### src/pkg/didt_defines.svh
// Encoding, field, register and response constants for the instruction decoder.
`ifndef DIDT_DEFINES_SVH
`define DIDT_DEFINES_SVH
`define DIDT_OP_NOP 8'h00
`define DIDT_OP_CALLI 8'h01
`define DIDT_OP_CALL 8'h02
`define DIDT_OP_GOTO 8'h04
`define DIDT_OP_RET 8'h05
`define DIDT_OP_IRET 8'h06
`define DIDT_OP_DO 8'h08
`define DIDT_OP_MOVD 8'h9E
`define DIDT_HI_COND 4'h3
`define DIDT_CC_ALW 4'h7
`define DIDT_HI_BIT 4'hA
`define DIDT_HI_TBL 4'hB
`define DIDT_HI_MAC 4'hC
`define DIDT_HI_FILE 4'hD
`define DIDT_HI_CSKIP 4'hE
`define DIDT_HI_DSP 4'hF
`define DIDT_W13 4'hD
`define DIDT_FM_ARITH 9'h01F
`define DIDT_FM_LOGIC 9'h014
`define DIDT_FM_DSP 9'h1E0
`define DIDT_A_CTRL 8'h00
`define DIDT_A_STAT 8'h04
`define DIDT_A_FLAG 8'h08
`define DIDT_A_ICNT 8'h0C
`define DIDT_RESP_OK 2'h0
`define DIDT_RESP_ERR 2'h2
`endif

### src/pkg/didt_pkg.sv
// Types shared by the instruction decoder and its users.
package didt_pkg;
  typedef enum logic [3:0] {
    C_NOP = 4'h0, C_DWORD = 4'h1, C_BRC = 4'h2, C_JMP = 4'h3,
    C_RET = 4'h4, C_TBL = 4'h5, C_SKIP = 4'h6, C_MOVD = 4'h7,
    C_WOP = 4'h8, C_FILE = 4'h9, C_BIT = 4'hA, C_MAC = 4'hB,
    C_DSP = 4'hC, C_OTHER = 4'hD
  } didt_cls_t;
  typedef enum logic [1:0] {ST_RUN = 2'b01, ST_STALL = 2'b10} didt_st_t;
  typedef struct packed {
    logic second_acc_clamped;
    logic first_acc_clamped;
    logic second_acc_overflow;
    logic first_acc_overflow;
    logic sticky_zero;
    logic signed_wrap_flag;
    logic negative;
    logic digit_carry_flag;
    logic carry;
  } didt_flags_t;
  typedef struct packed {
    logic [7:0] opcode;
    didt_cls_t cls;
    logic [1:0] cycles;
    logic two_word;
    logic [3:0] base_operand_reg;
    logic [3:0] source_operand_reg;
    logic [2:0] src_mode;
    logic [3:0] dest_operand_reg;
    logic [2:0] dst_mode;
    logic [12:0] file_addr;
    logic to_file;
    logic [3:0] bit_position_field;
    logic bit_from_reg;
    logic acc_sel;
    logic [2:0] mul_pair;
    logic [3:0] x_pf;
    logic [1:0] x_dst;
    logic [3:0] y_pf;
    logic [1:0] y_dst;
    logic [1:0] writeback_mode;
    logic [3:0] acc_writeback_reg;
    logic shift_from_reg;
    logic [3:0] shift_reg;
    logic [5:0] shift_lit;
    logic [15:0] literal;
    logic [8:0] flag_mask;
  } didt_dec_t;
  typedef struct packed {
    didt_st_t st;
    logic [1:0] left;
    logic rdy;
    logic issue;
    logic nop;
    logic [1:0] used;
    didt_dec_t dec;
    didt_flags_t flags;
    logic en;
    logic [15:0] icnt;
    logic awr;
    logic wr;
    logic [7:0] wa;
    logic [31:0] wdat;
    logic [3:0] wstb;
    logic bv;
    logic [1:0] br;
    logic arr;
    logic rv;
    logic [31:0] rd;
    logic [1:0] rr;
  } didt_state_t;
endpackage

### src/logic/didt_decoder.sv
// Instruction word decoder, cycle-count sequencer and status flags.
`timescale 1ns/1ps
`include "didt_defines.svh"

module didt_decoder
  import didt_pkg::*;
(
  // Clock and reset.
  input wire logic aclk,
  input wire logic aresetn,
  // Fetch path.
  input wire logic fetch_valid,
  input wire logic [23:0] fetch_word,
  input wire logic [23:0] fetch_next,
  input wire logic skip_cond,
  output logic fetch_ready,
  // Execution datapath.
  output logic issue_valid,
  output didt_dec_t issue_dec,
  output logic nop_slot,
  output logic [1:0] words_used,
  input wire logic flag_upd_valid,
  input wire didt_flags_t flag_upd_val,
  output didt_flags_t status_flags,
  // AXI4-Lite slave.
  input wire logic [7:0] s_axi_awaddr,
  input wire logic s_axi_awvalid,
  output logic s_axi_awready,
  input wire logic [31:0] s_axi_wdata,
  input wire logic [3:0] s_axi_wstrb,
  input wire logic s_axi_wvalid,
  output logic s_axi_wready,
  output logic [1:0] s_axi_bresp,
  output logic s_axi_bvalid,
  input wire logic s_axi_bready,
  input wire logic [7:0] s_axi_araddr,
  input wire logic s_axi_arvalid,
  output logic s_axi_arready,
  output logic [31:0] s_axi_rdata,
  output logic [1:0] s_axi_rresp,
  output logic s_axi_rvalid,
  input wire logic s_axi_rready
);

  didt_state_t s_q;
  didt_state_t s_d;

  function automatic logic is_dw(input logic [7:0] op);
    return op == `DIDT_OP_CALL || op == `DIDT_OP_GOTO ||
      op == `DIDT_OP_DO;
  endfunction

  function automatic didt_cls_t cls_of(input logic [7:0] op);
    didt_cls_t c;
    c = C_OTHER;
    if (op == `DIDT_OP_NOP) begin
      c = C_NOP;
    end else if (is_dw(op)) begin
      c = C_DWORD;
    end else if (op == `DIDT_OP_CALLI) begin
      c = C_JMP;
    end else if (op == `DIDT_OP_RET || op == `DIDT_OP_IRET) begin
      c = C_RET;
    end else if (op == `DIDT_OP_MOVD) begin
      c = C_MOVD;
    end else begin
      case (op[7:4])
        `DIDT_HI_COND: begin
          c = (op[3:0] == `DIDT_CC_ALW) ? C_JMP : C_BRC;
        end
        4'h4, 4'h5, 4'h6, 4'h7: begin
          c = C_WOP;
        end
        `DIDT_HI_BIT: begin
          c = op[3] ? C_SKIP : C_BIT;
        end
        `DIDT_HI_TBL: c = C_TBL;
        `DIDT_HI_MAC: c = C_MAC;
        `DIDT_HI_FILE: c = C_FILE;
        `DIDT_HI_CSKIP: c = C_SKIP;
        `DIDT_HI_DSP: c = C_DSP;
        default: c = C_OTHER;
      endcase
    end
    return c;
  endfunction

  // Branch condition against the flags as they stand when the word is accepted, a cycle before issue.
  function automatic logic cond_ok(input logic [3:0] cc, input didt_flags_t f);
    logic lt;
    lt = f.negative ^ f.signed_wrap_flag;
    case (cc)
      4'h0: return f.carry;
      4'h1: return !f.carry;
      4'h2: return f.negative;
      4'h3: return !f.negative;
      4'h4: return f.signed_wrap_flag;
      4'h5: return !f.signed_wrap_flag;
      4'h6: return f.sticky_zero;
      4'h8: return !lt;
      4'h9: return lt;
      4'hA: return !f.sticky_zero && !lt;
      4'hB: return f.sticky_zero || lt;
      4'hC: return f.carry && !f.sticky_zero;
      4'hD: return !f.carry || f.sticky_zero;
      default: return 1'b0;
    endcase
  endfunction

  function automatic didt_dec_t decode(
    input logic [23:0] w,
    input logic [23:0] nx,
    input logic tk,
    input logic nx2
  );
    didt_dec_t d;
    d = '0;
    d.opcode = w[23:16];
    d.cls = cls_of(w[23:16]);
    d.two_word = is_dw(w[23:16]);
    d.literal = d.two_word ? nx[15:0] : w[15:0];
    d.base_operand_reg = w[18:15];
    d.source_operand_reg = w[3:0];
    d.src_mode = w[6:4];
    d.dest_operand_reg = w[10:7];
    d.dst_mode = w[13:11];
    d.file_addr = w[12:0];
    d.to_file = w[13];
    d.bit_position_field = w[15:12];
    d.acc_sel = w[16];
    case (d.cls)
      C_WOP: begin
        d.flag_mask = w[21] ? `DIDT_FM_LOGIC : `DIDT_FM_ARITH;
      end
      C_FILE: d.flag_mask = `DIDT_FM_ARITH;
      C_BIT, C_SKIP: begin
        // Indirect bit number comes from a base register's contents.
        d.bit_from_reg = w[16];
        if (w[16]) begin
          d.base_operand_reg = w[11:8];
        end
      end
      C_MAC: begin
        d.mul_pair = w[15:13];
        d.x_pf = w[12:9];
        d.x_dst = w[8:7];
        d.y_pf = w[6:3];
        d.y_dst = w[2:1];
        // The reserved code leaves the accumulator unwritten.
        d.writeback_mode = (w[18:17] == 2'h3) ? 2'h0 : w[18:17];
        d.acc_writeback_reg = `DIDT_W13;
        d.flag_mask = `DIDT_FM_DSP;
      end
      C_DSP: begin
        d.shift_from_reg = w[15];
        d.shift_reg = w[10:7];
        d.shift_lit = w[12:7];
        d.flag_mask = `DIDT_FM_DSP;
      end
      default: d.flag_mask = 9'h000;
    endcase
    case (d.cls)
      C_DWORD, C_MOVD: d.cycles = 2'h2;
      C_JMP, C_TBL: d.cycles = 2'h2;
      C_RET: d.cycles = 2'h3;
      C_BRC: d.cycles = tk ? 2'h2 : 2'h1;
      C_SKIP: begin
        d.cycles = !tk ? 2'h1 : (nx2 ? 2'h3 : 2'h2);
      end
      default: d.cycles = 2'h1;
    endcase
    return d;
  endfunction

  logic acc;
  logic tk;
  didt_flags_t fl;
  didt_flags_t mk;

  always_comb begin
    s_d = s_q;
    s_d.issue = 1'b0;
    s_d.nop = 1'b0;
    acc = fetch_valid && s_q.rdy;
    tk = (cls_of(fetch_word[23:16]) == C_BRC) ?
      cond_ok(fetch_word[19:16], s_q.flags) : skip_cond;

    case (s_q.st)
      ST_RUN: begin
        s_d.rdy = s_q.en;
        if (acc) begin
          s_d.dec = decode(fetch_word, fetch_next, tk,
            is_dw(fetch_next[23:16]));
          s_d.issue = 1'b1;
          s_d.used = s_d.dec.two_word ? 2'h2 : 2'h1;
          s_d.icnt = s_q.icnt + 16'h1;
          // Extra cycles are dead slots; the fetch stalls through them.
          if (s_d.dec.cycles != 2'h1) begin
            s_d.st = ST_STALL;
            s_d.left = s_d.dec.cycles - 2'h1;
            s_d.rdy = 1'b0;
          end
        end
      end
      ST_STALL: begin
        s_d.nop = 1'b1;
        s_d.left = s_q.left - 2'h1;
        if (s_q.left == 2'h1) begin
          s_d.st = ST_RUN;
          s_d.rdy = s_q.en;
        end
      end
      default: begin
        s_d.st = ST_RUN;
        s_d.rdy = 1'b0;
      end
    endcase

    // AXI write: address and data are taken in either order.
    if (s_q.awr && s_axi_awvalid) begin
      s_d.awr = 1'b0;
      s_d.wa = s_axi_awaddr;
    end
    if (s_q.wr && s_axi_wvalid) begin
      s_d.wr = 1'b0;
      s_d.wdat = s_axi_wdata;
      s_d.wstb = s_axi_wstrb;
    end
    if (!s_q.awr && !s_q.wr && !s_q.bv) begin
      s_d.bv = 1'b1;
      s_d.br = `DIDT_RESP_OK;
      case (s_q.wa)
        `DIDT_A_CTRL: begin
          if (s_q.wstb[0]) begin
            s_d.en = s_q.wdat[0];
          end
        end
        `DIDT_A_FLAG: begin
          if (s_q.wstb[0]) begin
            s_d.flags[7:0] = s_q.wdat[7:0];
          end
          if (s_q.wstb[1]) begin
            s_d.flags[8] = s_q.wdat[8];
          end
        end
        `DIDT_A_STAT, `DIDT_A_ICNT: s_d.br = `DIDT_RESP_OK;
        default: s_d.br = `DIDT_RESP_ERR;
      endcase
    end
    if (s_q.bv && s_axi_bready) begin
      s_d.bv = 1'b0;
      s_d.awr = 1'b1;
      s_d.wr = 1'b1;
    end

    // Datapath flag results land after software so they are never lost.
    fl = s_d.flags;
    mk = s_q.dec.flag_mask;
    if (flag_upd_valid) begin
      s_d.flags = (fl & ~mk) | (flag_upd_val & mk);
      // Zero is sticky: a zero result cannot set it, only keep it.
      if (mk.sticky_zero) begin
        s_d.flags.sticky_zero = fl.sticky_zero &&
          flag_upd_val.sticky_zero;
      end
    end

    // AXI read.
    if (s_q.arr && s_axi_arvalid) begin
      s_d.arr = 1'b0;
      s_d.rv = 1'b1;
      s_d.rr = `DIDT_RESP_OK;
      case (s_axi_araddr)
        `DIDT_A_CTRL: s_d.rd = {31'h0, s_q.en};
        `DIDT_A_STAT: begin
          s_d.rd = {16'h0, s_q.dec.opcode, 4'h0, s_q.dec.two_word,
            s_q.dec.cycles, s_q.st == ST_STALL};
        end
        `DIDT_A_FLAG: s_d.rd = {23'h0, s_q.flags};
        `DIDT_A_ICNT: s_d.rd = {16'h0, s_q.icnt};
        default: begin
          s_d.rd = 32'h0;
          s_d.rr = `DIDT_RESP_ERR;
        end
      endcase
    end
    if (s_q.rv && s_axi_rready) begin
      s_d.rv = 1'b0;
      s_d.arr = 1'b1;
    end
  end

  always_ff @(posedge aclk) begin
    if (!aresetn) begin
      s_q <= '0;
      s_q.st <= ST_RUN;
      s_q.awr <= 1'b1;
      s_q.wr <= 1'b1;
      s_q.arr <= 1'b1;
    end else begin
      s_q <= s_d;
    end
  end

  assign fetch_ready = s_q.rdy;
  assign issue_valid = s_q.issue;
  assign issue_dec = s_q.dec;
  assign nop_slot = s_q.nop;
  assign words_used = s_q.used;
  assign status_flags = s_q.flags;
  assign s_axi_awready = s_q.awr;
  assign s_axi_wready = s_q.wr;
  assign s_axi_bvalid = s_q.bv;
  assign s_axi_bresp = s_q.br;
  assign s_axi_arready = s_q.arr;
  assign s_axi_rvalid = s_q.rv;
  assign s_axi_rdata = s_q.rd;
  assign s_axi_rresp = s_q.rr;
endmodule

### config.mk
export PLATFORM = sky130hd
export DESIGN_NAME = didt_decoder
export DESIGN_NICKNAME = d
export VERILOG_FILES = /design/src/pkg/didt_pkg.sv /design/src/logic/didt_decoder.sv
export VERILOG_INCLUDE_DIRS = /design/src /design/src/pkg
export SDC_FILE = /design/constraint.sdc
export NUM_CORES = 1
export LEC_CHECK = 0
export BUFFER_PORTS_ARGS = -buffer_cell sky130_fd_sc_hd__buf_4
export CAP_MARGIN = 25
export CORE_MARGIN = 2
export CORE_UTILIZATION = 50
export CTS_CLUSTER_SIZE = 28
export DETAILED_ROUTE_END_ITERATION = 10
export PLACE_DENSITY = 0.86
export SKIP_CTS_REPAIR_TIMING = 1
export SLEW_MARGIN = 10
export SYNTH_ARGS = -nofsm -noshare
export SYNTH_HDL_FRONTEND = slang
export SYNTH_SLANG_ARGS = --single-unit
### constraint.sdc
create_clock -name aclk -period 3.1 [get_ports aclk]
set_input_delay 0 -clock aclk [delete_from_list [all_inputs] [get_ports aclk]]
set_output_delay 0 -clock aclk [all_outputs]
set_load 0.02 [all_outputs]
# Yosys cells after proc, flatten, opt, wreduce, memory -nomap -nowiden
# Index checks and enable logic that the tools add are counted.
# totals
reg_bits,205
input_bits,119
out_inout_bits,165
elab_cells,215
# op_classes
addsub,3
eq_ne,61
mux,47
n_bitwise,6
n_reduce_logical,44
# op_table
cell,n
"4-bit equality test, second input constant",17
16-bit case mux with 4 select lines,1
"4-bit by 3-bit equality test with 1-bit output, second input constant",12
"8-bit by 3-bit equality test with 1-bit output, second input constant",6
"8-bit by 4-bit equality test with 1-bit output, second input constant",6
4-bit 2-to-1 mux,11
4-bit case mux with 8 select lines,1
9-bit case mux with 3 select lines,1
"4-bit by 2-bit equality test with 1-bit output, second input constant",6
8-bit zero test,3
21-bit 2-to-1 mux,1
9-bit AND,2
2-bit 2-to-1 mux,9
9-bit 2-to-1 mux,2
"16-bit by 1-bit adder with 16-bit output, second input constant",1
"8-bit by 2-bit equality test with 1-bit output, second input constant",2
16-bit 2-to-1 mux,1
4-bit OR reduction,4
1-bit case mux with 13 select lines,1
1-bit logical AND,11
11-bit 2-to-1 mux,1
1-bit 2-to-1 mux,10
10-bit 2-to-1 mux,1
9-bit NOT,1
other kinds (24),50

# Depth between registers and ports, before layout
# logic_depth
word_depth,19
mapped_depth,14
depth_no_buf,12

# Worst setup path before layout
# No wires, ideal clock.
# synth_path
kind,input-to-reg
from,in fetch_word[22]
to,reg s_q[226] (netlist name)
setup_ps,73
arrival_ps,2368
required_ps,3027
path_slack_ps,658
cell_stages,12
path_buffers,1
cell_sequence,buf_4 nor4_2 o31ai_1 and3_4 nor4b_1 o41a_1 ha_1 nand3b_1 a21oi_1 nand2_1 mux2_2 o22ai_2
# synth_between
elab_chain_cells,19
elab_cells_between_ends,53
cone_classes,add/sub: 1; eq/ne: 28; mux: 17; reduce/logical: 7
# synth_rtl
element,line,rtl
"start, declared",didt_decoder.sv:13,"input wire logic [23:0] fetch_word,"
4-bit by 3-bit equality test with 1-bit output,didt_decoder.sv:67,case (op[7:4])
4-bit OR reduction,didt_decoder.sv:67,
4-bit case mux with 8 select lines,didt_decoder.sv:67,
4-bit 2-to-1 mux,didt_decoder.sv:64,end else if (op == `DIDT_OP_MOVD) begin
4-bit 2-to-1 mux,didt_decoder.sv:62,end else if (op == `DIDT_OP_RET || op == `DIDT_OP_IRET) begin
4-bit 2-to-1 mux,didt_decoder.sv:60,end else if (op == `DIDT_OP_CALLI) begin
4-bit 2-to-1 mux,didt_decoder.sv:58,end else if (is_dw(op)) begin
4-bit 2-to-1 mux (*),didt_decoder.sv:56,if (op == `DIDT_OP_NOP) begin
(+3 left out),--,
4-bit OR reduction (no line),--,
2-bit case mux with 4 select lines (*),didt_decoder.sv:162,case (d.cls)
2-bit 2-to-1 mux (*),didt_decoder.sv:191,if (acc) begin
2-bit 2-to-1 mux (*),didt_decoder.sv:188,case (s_q.st)
2-bit by 1-bit subtractor with 2-bit output,didt_decoder.sv:200,s_d.left = s_d.dec.cycles - 2'h1;
5-bit 2-to-1 mux,didt_decoder.sv:198,if (s_d.dec.cycles != 2'h1) begin
6-bit 2-to-1 mux,didt_decoder.sv:191,
2-bit case mux with 2 select lines,didt_decoder.sv:188,
"end, declared",didt_decoder.sv:45,didt_state_t s_q;
# Mark *: on every way between the ends. The rest lies on a longest branch, timed or not. The select of a mux whose other input is x is not followed.
# A chain may end at the register's enable or synchronous reset.

# Final worst setup path
# layout_path
from,in fetch_word[18]
to,reg s_q[226] (netlist name)
# layout_between
elab_chain_cells,19
elab_cells_between_ends,57
cone_classes,add/sub: 1; eq/ne: 30; mux: 19; reduce/logical: 7
# layout_rtl
element,line,rtl
4-bit by 3-bit equality test with 1-bit output (no line),--,
1-bit 2-to-1 mux,didt_decoder.sv:69,c = (op[3:0] == `DIDT_CC_ALW) ? C_JMP : C_BRC;
4-bit case mux with 8 select lines,didt_decoder.sv:67,
4-bit 2-to-1 mux,didt_decoder.sv:64,
4-bit 2-to-1 mux,didt_decoder.sv:62,
4-bit 2-to-1 mux,didt_decoder.sv:60,
4-bit 2-to-1 mux,didt_decoder.sv:58,
4-bit 2-to-1 mux,didt_decoder.sv:56,
(+3 left out),--,
4-bit OR reduction (no line),--,
2-bit case mux with 4 select lines (*),didt_decoder.sv:162,
2-bit 2-to-1 mux (*),didt_decoder.sv:191,
2-bit 2-to-1 mux (*),didt_decoder.sv:188,
2-bit by 1-bit subtractor with 2-bit output,didt_decoder.sv:200,
5-bit 2-to-1 mux,didt_decoder.sv:198,
6-bit 2-to-1 mux,didt_decoder.sv:191,
2-bit case mux with 2 select lines,didt_decoder.sv:188,
# Marked as above.

==> run_results.csv <==
group,metric,value,unit
sta,max_slew.worst_pin.slew,0.920,ns
worst_setup_path,worstPathCellList,"dlygate4sd3_1 > buf_4 > nor2b_1 > a311o_1 > nand3_1 > nand3_1 > o41a_1 > ha_1 > nand3b_1 > a21oi_1 > nand2_1 > mux2_2 > o22ai_2",
worst_setup_path,crit_required,3.44,ns
run,drv_cap,0,
clock_network,cts_root_buf,"clkbuf_16",
worst_setup_path,path_common_cell,"nand3_1",
status,violations,"hold timing",
floorplanning,die_width,129,µm
sta,hold_viol,1,
sta,finalSetupTns,0,ns
global_route,antenna_found_initial,0,
final_layout,syn_to_final_growth,29.0,%
synth,synth_top_area_share,39.8,%
placement,port-buffer-count,239,
synth,synthFlopType,"dfxtp_1",
sta,finalCriticalPeriod,2.88,ns
global_route,grt_pass1_vias,5937,
sta,grt_setup_unrepaired,"false",
final_layout,diodes,0,
synth,synth-edff-count,0,
worst_setup_path,cp_num_buf_inv,2,
status,status,"complete, but fails checks",
worst_setup_path,crit_arrival,3.22,ns
detailed_routing,drt_iter0_drc,382,
final_layout,fillers,1138,
worst_setup_path,cp_max_fo,14,
sta,report.final.slew_viol_count,0,
worst_setup_path,crit_type,"in -> reg",
hold_path,hold_class,"in -> reg",
clock_network,cts_buffer_depth,2,
worst_setup_path,critPathMaxStageDelay,0.55,ns
detailed_routing,wl_per_cell,17.2,µm
placement,dp_hpwl,14.6,mm
final_layout,drive_gt1_share,27.3,%
floorplanning,start_util,51.5,%
floorplanning,die_y,129,µm
power_and_ir_drop,irDropWorstVdd,0.374,mV
detailed_routing,routed-via-count,6997,
final_layout,final_cell_mix,"247 x buf_4, 156 x dfxtp_1, 130 x nand2_1, 89 x dlygate4sd3_1, 85 x nor2_1",
synth,ys_ff_latch,156,
clock_network,cts_max_level,4,
sta,relSlewSlack,38.7,%
detailed_routing,drc,0,
final_layout,final_area,0.0101,mm²
clock_network,clkLatencyLatePin,0.41,ns
floorplanning,num_rows,45,
detailed_routing,antenna_left,0,
synth,synthArstFlopShare,0,%
synth,synth-seq-area-share,39.8,%
detailed_routing,first_pass_iters,5,
clock_network,numCtsBuffers,17,
worst_setup_path,critPathLaunchType,"input pin",
sta,clock_skew,0.00945,ns
sta,final.setup.worst_slack,0.215,ns
detailed_routing,avgViaCountPerCell,5.28,
worst_setup_path,cp-end-kind,"flop",
worst_setup_path,critical_path.top_delay_family,"compound AO/OA/AOI/OAI gates",
global_route,grt_max_degree,89,
sta,period_share,93.1,%
synth,yosysUniqueCellTypes,61,
synth,syn_inst,940,
synth,postSynthAreaPerCell,8.36,µm²
synth,synth.area.top_cells,"dfxtp_1 40%, buf_4 15%, nand2_1 6.2%, a21oi_1 5.2%, nor2_1 4.1%",
detailed_routing,routed_wirelength,22.8,mm
placement,gp_congestion,0.847,
final_layout,nets,1226,
sta,holdWs,-0.0204,ns
power_and_ir_drop,total_power,4600,µW
global_route,grt_pass1_wl,30.4,mm
clock_network,clk_pin_slew_worst_paths,0.06,ns
clock_network,cts_tree,"yes",
floorplanning,dieArea,0.0167,mm²
power_and_ir_drop,power.density,454,mW/mm²
sta,timing.fmax,0.347,GHz
floorplanning,pin_count,284,
global_route,grt-ovfl-total,0,
floorplanning,core,0.0153,mm²
global_route,track_usage,23.3,%
clock_network,cts_num_sinks,156,
final_layout,layout_commonest_cell,"buf_4",
synth,synth_warnings,0,
synth,yosysTopAreaCell,"dfxtp_1",
placement,dpl_cell_area,0.00864,mm²
sta,finalSetupViolCount,0,
placement,pre_cts_ws,0.313,ns
worst_setup_path,cp_slowest_cell,"dlygate4sd3_1",
power_and_ir_drop,p_leak,0.00442,µW
synth,synth_area,0.00786,mm²
==> path summary, 6_finish.rpt <==
path | to | cells past startpoint | from | slack (ns)
setup / recovery | s_q[226]$_SDFFE_PN0P_ | 13 | fetch_word[18] | 0.22
hold / removal | issue_dec[18]$_SDFFE_PN0P_ | 3 | fetch_next[9] | -0.02
setup reg to reg | s_q[226]$_SDFFE_PN0P_ | 11 | status_flags[2]$_SDFF_PN0_ | 0.30
hold reg to reg | s_axi_rdata[14]$_SDFFE_PN0P_ | 2 | s_axi_rdata[14]$_SDFFE_PN0P_ | 0.45
==> where the power goes <==
part | internal, µW | total, µW | switching, µW
logic | 214 | 438 | 224
clock network | 1310 | 2120 | 807
registers | 2030 | 2040 | 18.1
total | 3550 | 4600 | 1050
==> metal layers <==
metal  vias up  GRT usage [%]  share of wire, %
li1       3350              -                 -
met1      3293           26.3                37
met2       302           41.0                52
met3        52           7.51               7.7
met4         0           9.14               2.8
met5         -              0                 0
==> worst register-to-register path, delay by kind of cell, from the launching register on <==
kind	cells	cell delay (ns)
AO/OA/AOI/OAI	3	0.93
XOR/XNOR	1	0.12
adder cells (fa/ha/maj)	1	0.21
flip-flops	1	0.47
multiplexers	2	0.48
AND/OR/NAND/NOR	4	0.50
==> area by class of cell <==
cell class | count | area, µm² | area share [%]
clock buffer | 22 | 464 | 4.58
clock inverter | 9 | 136 | 1.35
inverter | 14 | 55.1 | 0.543
multi-input combinational | 575 | 3320 | 32.7
sequential | 156 | 3120 | 30.8
tap | 211 | 264 | 2.60
timing repair buffer | 338 | 2780 | 27.4
==> stage by stage <==
step                cells  utilization, %
floorplan             958               -
detailed placement   1204            56.6
global placement     1204            56.6
global route         1325            66.4
finish               1325            66.4
CTS                  1235            60.5
==> synthesized netlist by cell type, drive strengths merged, types with 2 or more instances <==
cell and count:
ha 5, nand2b 6, nand2 130, o22ai 2, clkbuf 36, and2 3
mux2i 30, o21a 3, nor2b 7, inv 14, a22o 4, and4 4
o21ai 16, xnor2 3, nand4 6, dfxtp 156, nor4 5, or4 3
nor3 12, nand3b 4, and3 4, nor4b 2, nand3 32, o211ai 2
a211oi 31, xor2 17, buf 177, nor2 86, mux2 17, or3 4
a22oi 18, a21oi 82, a32oi 3
==> flip-flops by register name, indices dropped and copies added (netlist names), 2 cells and up <==
name	flops
issue_dec	76
words_used	2
s_q	40
status_flags	9
s_axi_rdata	16
mk	3
==> cells by family after synthesis <==
| logic type | synth area share [%] |
|---|---|
| AOI/OAI and AO/OA | 13.6 |
| xor gates and xnor gates | 2.23 |
| adders and majority gates | 0.796 |
| buffers and inverters | 18.9 |
| DFF | 39.8 |
| muxes | 6.55 |
| other | 0.0477 |
| and+or+nand+nor | 18.1 |
Power figures use the tool's default switching activity.
